**config.mk**
```make
export PLATFORM = sky130hd
export DESIGN_NAME = spr_report
export DESIGN_NICKNAME = d
export VERILOG_FILES = /design/src/hdl/spr_pkg.sv /design/src/hdl/spr_fifo.sv /design/src/hdl/spr_report.sv
export SDC_FILE = /design/constraint.sdc
export NUM_CORES = 1
export LEC_CHECK = 0
export BUFFER_PORTS_ARGS = -buffer_cell sky130_fd_sc_hd__buf_2
export CAP_MARGIN = 25
export CORE_AREA = 2 2 334 336
export CTS_CLUSTER_SIZE = 30
export DETAILED_ROUTE_END_ITERATION = 7
export DIE_AREA = 0 0 336 338
export SKIP_CTS_REPAIR_TIMING = 1
export SYNTH_ARGS = -nofsm -noshare
export SYNTH_HDL_FRONTEND = slang
export SYNTH_SLANG_ARGS = --single-unit
```
**constraint.sdc**
```tcl
create_clock -name ref_clk_in -period 5.3 [get_ports ref_clk_in]
set_clock_uncertainty 0.15 [all_clocks]
set_input_delay 1.06 -clock ref_clk_in [delete_from_list [all_inputs] [get_ports ref_clk_in]]
set_output_delay 1.06 -clock ref_clk_in [all_outputs]
set_load 0.1 [all_outputs]
```
**src/hdl/spr_pkg.sv**
```systemverilog
// Shared constants and carrier types for the parameter report block.
package spr_pkg;

  // Command and response type codes.
  localparam logic [7:0]  CMD_GET_PARAMS   = 8'h17;
  localparam logic [7:0]  RSP_GET_PARAMS   = 8'h97;
  // Generic response and reason code: command completed, no error.
  localparam logic [15:0] GEN_RSP_CODE     = 16'h0000;
  localparam logic [15:0] GEN_REASON_CODE  = 16'h0000;

  // Capability limits.
  localparam int          MAC_MAX          = 8;
  localparam int          VLAN_MAX         = 15;
  localparam int          MAC_BYTES        = 6;
  localparam int          VLAN_BYTES       = 2;

  // Byte offsets within the response packet.
  localparam logic [7:0]  OFS_PAYLOAD      = 8'h10;
  localparam logic [7:0]  OFS_MAC          = 8'h30;
  localparam int          HDR_BYTES        = 16;
  localparam int          FIXED_END        = 48;
  localparam int          CSUM_BYTES       = 4;

  // VLAN mode support bit positions.
  localparam int          VMODE_ONLY_BIT   = 0;
  localparam int          VMODE_PLUS_BIT   = 1;
  localparam int          VMODE_ANY_BIT    = 2;

  // Configuration flags bit positions.
  localparam int          CFG_BCAST_BIT    = 0;
  localparam int          CFG_CHAN_BIT     = 1;
  localparam int          CFG_TX_BIT       = 2;
  localparam int          CFG_GMC_BIT      = 3;

  // Output FIFO shape.
  localparam int          FIFO_DEPTH       = 32;

  // Settings programmed by the management controller.
  typedef struct packed {
    logic [31:0] link_settings;
    logic [31:0] bcast_settings;
    logic        bcast_en;
    logic        chan_en;
    logic        tx_en;
    logic        gmc_en;
    logic [7:0]  vlan_mode;
    logic [7:0]  flow_ctl;
    logic [31:0] aen_ctl;
    logic [7:0]  mac_en;
    logic [14:0] vlan_en;
  } spr_params_type;

  // Incoming decoded command.
  typedef struct packed {
    logic [7:0] code;
    logic       chk_ok;
    logic       id_ok;
  } spr_cmd_type;

  // One byte of the outgoing response stream.
  typedef struct packed {
    logic [7:0] data;
    logic       last;
  } spr_byte_type;

  localparam int          BYTE_W           = $bits(spr_byte_type);

endpackage

```
**src/hdl/spr_fifo.sv**
```systemverilog
// Parameterised FIFO with a registered output stage.
`timescale 1ns/1ps
`default_nettype none
module spr_fifo #(
  parameter int WIDTH = 9,
  parameter int DEPTH = 32
) (
  // Clock, reset and enable
  input  wire logic             ref_clk_in,
  input  wire logic             rst_in,
  input  wire logic             ce_in,
  // Fill side
  input  wire logic             in_valid_in,
  output logic                  in_ready_out,
  input  wire logic [WIDTH-1:0] in_data_in,
  // Drain side
  output logic                  out_valid_out,
  input  wire logic             out_ready_in,
  output logic [WIDTH-1:0]      out_data_out
);
  localparam int AW = $clog2(DEPTH);

  logic [WIDTH-1:0] mem_ff [DEPTH];
  logic [AW-1:0]    wr_ptr_ff;
  logic [AW-1:0]    rd_ptr_ff;
  logic [AW:0]      count_ff;
  logic             out_valid_ff;
  logic [WIDTH-1:0] out_data_ff;
  logic             push;
  logic             pop;

  assign in_ready_out  = (count_ff != AW'(0) + (AW+1)'(DEPTH));
  assign push          = in_valid_in && in_ready_out;
  // The output register reloads whenever data is stored and it is empty or being taken.
  assign pop           = (count_ff != '0) && (!out_valid_ff || out_ready_in);
  assign out_valid_out = out_valid_ff;
  assign out_data_out  = out_data_ff;

  always_ff @(posedge ref_clk_in) begin
    if (ce_in && push) begin
      mem_ff[wr_ptr_ff] <= in_data_in;
    end
  end

  always_ff @(posedge ref_clk_in) begin
    if (rst_in) begin
      wr_ptr_ff <= '0;
      rd_ptr_ff <= '0;
      count_ff  <= '0;
    end else if (ce_in) begin
      if (push) begin
        wr_ptr_ff <= (wr_ptr_ff == AW'(DEPTH - 1)) ? '0 : wr_ptr_ff + 1'b1;
      end
      if (pop) begin
        rd_ptr_ff <= (rd_ptr_ff == AW'(DEPTH - 1)) ? '0 : rd_ptr_ff + 1'b1;
      end
      if (push && !pop) begin
        count_ff <= count_ff + 1'b1;
      end else if (pop && !push) begin
        count_ff <= count_ff - 1'b1;
      end
    end
  end

  always_ff @(posedge ref_clk_in) begin
    if (rst_in) begin
      out_valid_ff <= 1'b0;
      out_data_ff  <= '0;
    end else if (ce_in) begin
      if (pop) begin
        out_valid_ff <= 1'b1;
        out_data_ff  <= mem_ff[rd_ptr_ff];
      end else if (out_ready_in) begin
        out_valid_ff <= 1'b0;
      end
    end
  end
endmodule // spr_fifo
`default_nettype wire

```
**src/hdl/spr_report.sv**
```systemverilog
// Capability fields and parameter readback response generator.
`timescale 1ns/1ps
`default_nettype none
module spr_report #(
  parameter int UC_CNT    = 4,
  parameter int MC_CNT    = 2,
  parameter int MX_CNT    = 2,
  parameter int VLAN_CNT  = 15,
  parameter int CHAN_CNT  = 1,
  parameter bit VMODE_PLUS = 1'b1,
  parameter bit VMODE_ANY  = 1'b0
) (
  // Clock, reset and enable
  input  wire logic                     ref_clk_in,
  input  wire logic                     rst_in,
  input  wire logic                     ce_in,
  // Command from the packet engine
  input  wire logic                     cmd_valid_in,
  input  wire spr_pkg::spr_cmd_type     cmd_in,
  output logic                          cmd_ready_out,
  output logic                          cmd_taken_out,
  output logic [7:0]                    rsp_type_out,
  output logic [7:0]                    rsp_len_out,
  // Programmed settings and filter tables
  input  wire spr_pkg::spr_params_type  params_in,
  input  wire logic [7:0][47:0]         mac_table_in,
  input  wire logic [14:0][15:0]        vlan_table_in,
  // Capability report fields
  output logic [31:0]                   cap_counts_out,
  output logic [31:0]                   cap_modes_out,
  // Response byte stream
  output logic                          rsp_valid_out,
  input  wire logic                     rsp_ready_in,
  output spr_pkg::spr_byte_type         rsp_byte_out
);
  import spr_pkg::*;

  function automatic int min_int(input int a, input int b);
    return (a < b) ? a : b;
  endfunction

  // Implemented counts are trimmed to what the report format allows.
  localparam int EFF_UC   = min_int(((UC_CNT == 0) && (MX_CNT == 0)) ?
                                    1 : UC_CNT, MAC_MAX);
  // Without unicast filters one mixed filter is kept back for a unicast MAC.
  localparam int EFF_MC   = min_int(MC_CNT, MAC_MAX - EFF_UC -
                                    ((EFF_UC == 0) ? 1 : 0));
  localparam int EFF_MX   = min_int(MX_CNT,
                                    MAC_MAX - EFF_UC - EFF_MC);
  localparam int EFF_MAC  = EFF_UC + EFF_MC + EFF_MX;
  localparam int EFF_VLAN = min_int(VLAN_CNT, VLAN_MAX);
  localparam int MAC_END  = FIXED_END + MAC_BYTES * EFF_MAC;
  localparam int VLAN_END = MAC_END + VLAN_BYTES * EFF_VLAN;
  localparam int PAD_END  = (VLAN_END + 3) / 4 * 4;
  localparam int PKT_LEN  = PAD_END + CSUM_BYTES;

  typedef enum logic [2:0] {
    SPR_IDLE,
    SPR_FIXED,
    SPR_MAC,
    SPR_VLAN,
    SPR_PAD
  } spr_state_type;

  spr_state_type  state_ff;
  spr_state_type  nxt_state;
  spr_params_type params_ff;
  logic [7:0]     pos_ff;
  logic [7:0]     nxt_pos;
  logic [3:0]     ent_ff;
  logic [2:0]     sub_ff;
  logic           cmd_ready_ff;
  logic           cmd_taken_ff;
  logic [7:0]     rsp_type_ff;
  logic [7:0]     rsp_len_ff;
  logic [31:0]    cap_counts_ff;
  logic [31:0]    cap_modes_ff;
  logic           accept;
  logic           fifo_ready;
  logic           emit;
  spr_byte_type   cur_byte;
  logic [7:0]     rel;
  logic [31:0]    word;
  logic [7:0]     mac_flags;
  logic [14:0]    vlan_flags;

  // Region of the response that a byte offset falls in.
  function automatic spr_state_type region(input logic [7:0] pos);
    if (pos < 8'(FIXED_END)) begin
      return SPR_FIXED;
    end else if (pos < 8'(MAC_END)) begin
      return SPR_MAC;
    end else if (pos < 8'(VLAN_END)) begin
      return SPR_VLAN;
    end else if (pos < 8'(PAD_END)) begin
      return SPR_PAD;
    end
    return SPR_IDLE;
  endfunction

  // Enable bitmaps only show entries that exist.
  function automatic logic [14:0] count_mask(input int n);
    logic [14:0] m;
    m = '0;
    for (int i = 0; i < 15; i++) begin
      m[i] = (i < n);
    end
    return m;
  endfunction

  assign mac_flags  = params_ff.mac_en &
                      8'(count_mask(EFF_MAC));
  assign vlan_flags = params_ff.vlan_en & count_mask(EFF_VLAN);

  // Requests are only taken while idle; engine holds them until taken.
  assign accept = cmd_valid_in && cmd_ready_ff &&
                  (cmd_in.code == CMD_GET_PARAMS) &&
                  cmd_in.chk_ok && cmd_in.id_ok;
  assign emit   = (state_ff != SPR_IDLE) && fifo_ready;

  // Fixed parameter words for bytes 16 to 47, most significant byte first.
  assign rel = pos_ff - OFS_PAYLOAD;
  always_comb begin
    case (rel[4:2])
      3'h0: word = {GEN_RSP_CODE, GEN_REASON_CODE};
      3'h1: word = {8'(EFF_MAC), 16'h0000, mac_flags};
      3'h2: word = {8'(EFF_VLAN), 8'h00, 1'b0, vlan_flags};
      3'h3: word = params_ff.link_settings;
      3'h4: word = params_ff.bcast_settings;
      3'h5: word = {28'h0000000, params_ff.gmc_en, params_ff.tx_en,
                    params_ff.chan_en, params_ff.bcast_en};
      3'h6: word = {params_ff.vlan_mode, params_ff.flow_ctl,
                    16'h0000};
      3'h7: word = params_ff.aen_ctl;
      default: word = 32'h00000000;
    endcase
  end

  always_comb begin
    cur_byte.last = (pos_ff == 8'(PAD_END - 1));
    case (state_ff)
      SPR_FIXED: cur_byte.data = word[8 * (3 - rel[1:0]) +: 8];
      // Entry index already follows unicast, multicast, mixed order.
      SPR_MAC:   cur_byte.data = mac_table_in[ent_ff[2:0]]
                                 [8 * (5 - sub_ff) +: 8];
      SPR_VLAN:  cur_byte.data = vlan_table_in[ent_ff]
                                 [8 * (1 - sub_ff[0]) +: 8];
      SPR_PAD:   cur_byte.data = 8'h00;
      default:   cur_byte.data = 8'h00;
    endcase
  end

  assign nxt_pos   = pos_ff + 8'h01;
  assign nxt_state = cur_byte.last ? SPR_IDLE : region(nxt_pos);

  // Request handling and the walk through the response.
  always_ff @(posedge ref_clk_in) begin
    if (rst_in) begin
      state_ff <= SPR_IDLE;
      pos_ff   <= OFS_PAYLOAD;
      ent_ff   <= 4'h0;
      sub_ff   <= 3'h0;
    end else if (ce_in) begin
      if (accept) begin
        state_ff <= SPR_FIXED;
        pos_ff   <= OFS_PAYLOAD;
        ent_ff   <= 4'h0;
        sub_ff   <= 3'h0;
      end else if (emit) begin
        state_ff <= nxt_state;
        pos_ff   <= nxt_pos;
        if (nxt_state != state_ff) begin
          ent_ff <= 4'h0;
          sub_ff <= 3'h0;
        end else if ((state_ff == SPR_MAC && sub_ff == 3'(MAC_BYTES - 1)) ||
                     (state_ff == SPR_VLAN &&
                      sub_ff == 3'(VLAN_BYTES - 1))) begin
          ent_ff <= ent_ff + 4'h1;
          sub_ff <= 3'h0;
        end else begin
          sub_ff <= sub_ff + 3'h1;
        end
      end
    end
  end

  // Settings are captured at acceptance so one response's parameter words are self-consistent; MAC and VLAN entries are read live from the tables.
  always_ff @(posedge ref_clk_in) begin
    if (rst_in) begin
      params_ff <= '0;
    end else if (ce_in && accept) begin
      params_ff <= params_in;
    end
  end

  always_ff @(posedge ref_clk_in) begin
    if (rst_in) begin
      cmd_ready_ff <= 1'b0;
      cmd_taken_ff <= 1'b0;
      rsp_type_ff  <= 8'h00;
      rsp_len_ff   <= 8'h00;
    end else if (ce_in) begin
      cmd_taken_ff <= accept;
      cmd_ready_ff <= (state_ff == SPR_IDLE) && !accept &&
                      !(emit && nxt_state != SPR_IDLE);
      if (emit && nxt_state == SPR_IDLE) begin
        cmd_ready_ff <= 1'b1;
      end
      if (accept) begin
        rsp_type_ff <= RSP_GET_PARAMS;
        rsp_len_ff  <= 8'(PKT_LEN);
      end
    end
  end

  // Capability fields are static, but come out of registers.
  always_ff @(posedge ref_clk_in) begin
    if (rst_in) begin
      cap_counts_ff <= 32'h00000000;
      cap_modes_ff  <= 32'h00000000;
    end else if (ce_in) begin
      cap_counts_ff <= {8'(EFF_VLAN), 8'(EFF_MX), 8'(EFF_MC),
                        8'(EFF_UC)};
      cap_modes_ff  <= {16'h0000, 5'h00, 1'(VMODE_ANY), 1'(VMODE_PLUS),
                        1'b1, 8'(CHAN_CNT)};
    end
  end

  spr_fifo #(
    .WIDTH (BYTE_W),
    .DEPTH (FIFO_DEPTH)
  ) u_fifo (
    .ref_clk_in    (ref_clk_in),
    .rst_in        (rst_in),
    .ce_in         (ce_in),
    .in_valid_in   (emit),
    .in_ready_out  (fifo_ready),
    .in_data_in    (cur_byte),
    .out_valid_out (rsp_valid_out),
    .out_ready_in  (rsp_ready_in),
    .out_data_out  (rsp_byte_out)
  );

  assign cmd_ready_out  = cmd_ready_ff;
  assign cmd_taken_out  = cmd_taken_ff;
  assign rsp_type_out   = rsp_type_ff;
  assign rsp_len_out    = rsp_len_ff;
  assign cap_counts_out = cap_counts_ff;
  assign cap_modes_out  = cap_modes_ff;
endmodule // spr_report
`default_nettype wire

```
Word level (Yosys, flattened, before mapping)
Memory sizes are Yosys's and may differ from the RTL's. A register that Yosys moved wholly into a read port is not among the register bits.
Index checks and enable logic that the tools add are counted.

word-level totals
  RAM bits = 288
  bits in latches = 0
  register bits = 180
  memories = 1
  ROM bits = 0
  logic and storage cells = 142

operators by class
  equal/unequal tests = 18
  bitwise operators = 0
  multiply operators = 0
  div/mod/pow operators = 0
  shift-type cells = 3
  $add $sub $neg = 11
  muxes and demuxes = 37
  magnitude comparators = 6
  reduce and logical (&&, ||, !) cells = 41

memories
  name           words  bits a word  read ports  clocked after Yosys merged registers in  wr ports  line            text
  u_fifo.mem_ff  32     9            1           1                                        1         spr_fifo.sv:23  logic [WIDTH-1:0] mem_ff [DEPTH];

operators with widths
  cell                                                                    number
  32-bit case mux with 8 select lines                                     1
  48-bit binary-select mux with 3-bit select                              1
  16-bit binary-select mux with 4-bit select                              1
  48-bit 2-to-1 mux                                                       1
  48-bit by 33-bit indexed part select with 8-bit output                  1
  3-bit 2-to-1 mux                                                        12
  16-bit by 33-bit indexed part select with 8-bit output                  1
  32-bit by 33-bit indexed part select with 8-bit output                  1
  8-bit case mux with 3 select lines                                      1
  1-bit logical AND                                                       17
  8-bit by 7-bit < comparator with 1-bit output (second input constant)   2
  16-bit 2-to-1 mux                                                       1
  4-bit 2-to-1 mux                                                        4
  8-bit 2-to-1 mux                                                        2
  3-bit equality test (second input constant)                             5
  3-bit by 2-bit equality test with 1-bit output (second input constant)  4
  6-bit 2-to-1 mux                                                        2
  2-bit AND reduction                                                     6
  5-bit by 1-bit adder with 5-bit output (second input constant)          2
  5-bit equality test (second input constant)                             2
  5-bit 2-to-1 mux                                                        2
  3-bit by 1-bit equality test with 1-bit output (second input constant)  3
  3-bit logical NOT                                                       3
  1-bit 2-to-1 mux                                                        9
  23 further kinds                                                        32

Logic depth before layout (Yosys ltp)
  word-level depth = 13
  gate-level depth with buffers = 14

By module
From an unflattened synthesis, not the netlist that was laid out.

unflattened totals
  cell total of the unflattened synthesis = 2093
  area, all modules = 25833.5 um^2

by module, submodules not included
  module      cells an instance  instances  area each (um^2)
  spr_report  1381               1          13100.1
  spr_fifo    712                1          12733.5

Worst setup path after synthesis
No wires, ideal clock.

  path kind = register -> register
  start = reg ent_ff[0]
  end = mem u_fifo.mem_ff[0][1], data pin
  cell stages (with the launch flop) = 9
  period minus slack after synthesis = 3.482 ns
  required time = 4.664 ns
  setup slack = 1.818 ns
  arrival time = 2.846 ns
  cell sequence = dfxtp_1 -> buf_2 -> buf_1 -> mux4_2 -> mux4_2 -> mux2i_1 -> o22ai_1 -> nand2_1 -> o221ai_1

RTL lines
  what                    line               text
  from (decl)             spr_report.sv:70   logic [3:0] ent_ff;
  from (signal assigned)  spr_report.sv:178  ent_ff <= ent_ff + 4'h1;
  to (decl)               spr_fifo.sv:23

==> summary.txt <==
Status - finished, final reports clean
Yosys top cell area share - 0.337
Post-Syn Area - 25,600 um2
Nets - 3,673
GRT Total Usage - 0.185
Number of synthesized register bits - 475
Crit path time final - 3.96 ns
Final Non-Filler Cells - 4,418
Final ANT Viol Nets - 0
Top post-synthesis cells by area - edfxtp_1 (34%), mux4_2 (20%), dfxtp_1 (15%)
Wire length per cell - 24.5 um
Most common cell after layout, fill and taps aside - buf_2
Clock tree buffer depth - 3
Initial core utilization - 0.233
Crit path max-delay family - multiplexers
Total power per unit cell area - 286 nW/um2
Max-cap violation count - 0
Hold Crit Class - flop to flop
Drt pass-1 iters - 5
Final Cycle Share - 0.748
Placed cell areas - 31,200 um2
RSZ-0062 raised after global routing - false
WP depth - 6
CTS Buf Count - 50
Most used cell, CP - mux4_2
Drt via density - 4.81
First-pass GRT wire length - 151,000 um
Commonest cells after routing, fill and taps aside - buf_2 (805), nand2_1 (362), edfxtp_1 (288), mux4_2 (225), a21oi_1 (211)
Area grow syn2layout - 28.4%
DIE AREA - 114,000 um2
Initial DRC count - 1,743
Share of flip-flops with an asynchronous set or reset - 0
Setup CP Type - flop to flop
Fin. Hold Viols - 0
Vias in the first global route - 21,000
Port Buffer Count - 806
Critical Path Sink Type - flop
Worst path cell trace - buf_12 > mux4_2 > mux4_2 > mux2i_1 > nor2_1 > a221o_1
# clock sinks - 475
Synth cell types - 79
Placed cells - 4,310
WP data required - 5.34 ns
Worst VDD drop - 0.238 mV
Dominant synthesized flop cell - edfxtp_1
Clk_lat worst skew - 0.62 ns
F_max - 252 MHz
Cells on worst reg2reg path - 6
Post-Syn Instances - 2,133
Die height - 338 um
Max-slew violations - 0
Floorplan row count - 122
Synth warn - 0
Critical Path AT - 4.01 ns
I/O Pins - 870
Crit-path max cell delay - 0.64 ns
LEAKAGE - 11.6 nW
Tightest Pin Transition - 1.12 ns
DRT Wirelength - 108,000 um
Buf/Inv on CP - 1
CTS Root Cell - clkbuf_16
Floorplan core area - 110,000 um2
Depth of the CTS H-tree - 2
Post-synth EDFFs - 288
CP max-delay cell - a221o_1
GRT overflow - 0
Total power - 9.42 mW
Setup TNS - 0 ns
Hold Crit Depth - 2
Post-Syn Area per Cell - 12.0 um2
DP HPWL - 86,000 um
Final instance area - 32,900 um2
DRC - 0
Gpl congestion - 0.908
Via count - 21,300
Final setup viols - 0
CTS clk-pin slew, worst paths - 0.06 ns
Die width - 336 um
Sequential share of the synthesized area - 0.483
CTS tree - done
CP max FO - 40
Initial antenna violation count - 29
Layout cells sized above 1 - 0.427
Startpoint Class - flop
Cell accounting for the most synthesized area - edfxtp_1
Largest net degree at the start of global routing - 108
Rel. slew slack - 0.244
==> tightest hold or removal path: stages (launching register included) <==
cell     delay (ns)
dfxtp_1        0.31
nand2_1        0.05
a21oi_1        0.05
==> registers in the layout (all words and copies together) (netlist names), 4 cells and up <==
signal / flops
pos_ff: 8
params_ff: 116
vlan_flags: 15
u_fifo.rd_ptr_ff: 5
u_fifo.wr_ptr_ff: 5
u_fifo.out_data_out: 9
u_fifo.count_ff: 6
mac_flags: 8
u_fifo.mem_ff: 288
ent_ff: 4
==> power by group <==
part | switching, mW | internal, mW
clock | 1.53 | 2.05
sequential | 0.115 | 3.92
combinational | 1.08 | 0.722
==> routing by layer <==
layer / GRT usage / up-vias / wire length, um
li1: - / 9512 / -
met1: 0.246 / 10600 / 45900
met2: 0.305 / 951 / 51100
met3: 0.0345 / 141 / 7660
met4: 0.0554 / 20 / 3470
met5: 0 / - / 129
==> cell usage after synthesis (4+ instances only) <==
library cell,count
o21ai_0,72
nand3b_1,13
a22oi_1,32
clkbuf_1,112
buf_2,32
mux2_2,24
o221ai_1,6
nand3_1,15
nand2b_1,5
a221oi_1,26
buf_1,23
mux4_2,225
nor3_1,14
a31oi_1,4
o211ai_1,17
a211oi_1,7
ha_1,18
o22ai_1,16
nand4_1,6
and3_1,4
a21oi_1,211
dfxtp_1,187
o21bai_1,4
nor2_1,91
nor2b_1,9
inv_1,20
a22o_1,7
buf_4,83
mux2i_1,114
nand2_1,363
edfxtp_1,288
xnor2_1,6
and2_1,5
==> cells by family after synthesis <==
group / Yosys count / share of synthesized area
xor gates and xnor gates: 7 / 0.00239
and+or+nand+nor: 557 / 0.0942
adders and majority gates: 19 / 0.00957
DFF: 475 / 0.483
muxes: 363 / 0.253
other: 1 / 0.000146
buffers and inverters: 275 / 0.0549
AOI/OAI and AO/OA: 436 / 0.103
==> final cells by class <==
type,count,area [um2]
inverter,21,78.8
fill,11400,77100
sequential,475,12400
multi-input combinational,1445,12100
clock buffer,61,1360
antenna,12,30.0
tap,1488,1860
clock inverter,33,320
timing repair buffer,883,4740
==> stage by stage <==
step | hold slack, ns | utilization | setup WS, ns
6_report | 0.298 | 0.299 | 1.34
3_3_place_gp | 0.288 | 0.282 | 1.14
3_5_place_dp | 0.293 | 0.283 | 1.09
2_1_floorplan | 0.283 | - | 1.82
5_1_grt | 0.318 | 0.299 | 0.984
4_1_cts | 0.300 | 0.299 | 1.17
==> final timing paths <==
kind / slack [ns] / start / to
hold reg to reg: 0.30 / u_fifo.out_data_out[2] / u_fifo.out_data_out[2]
hold / removal: 0.30 / u_fifo.out_data_out[2] / u_fifo.out_data_out[2]
setup reg to reg: 1.34 / ent_ff[0] / u_fifo.mem_ff[30][8]
setup / recovery: 1.34 / ent_ff[0] / u_fifo.mem_ff[30][8]
(Power assumes the default switching activity.)
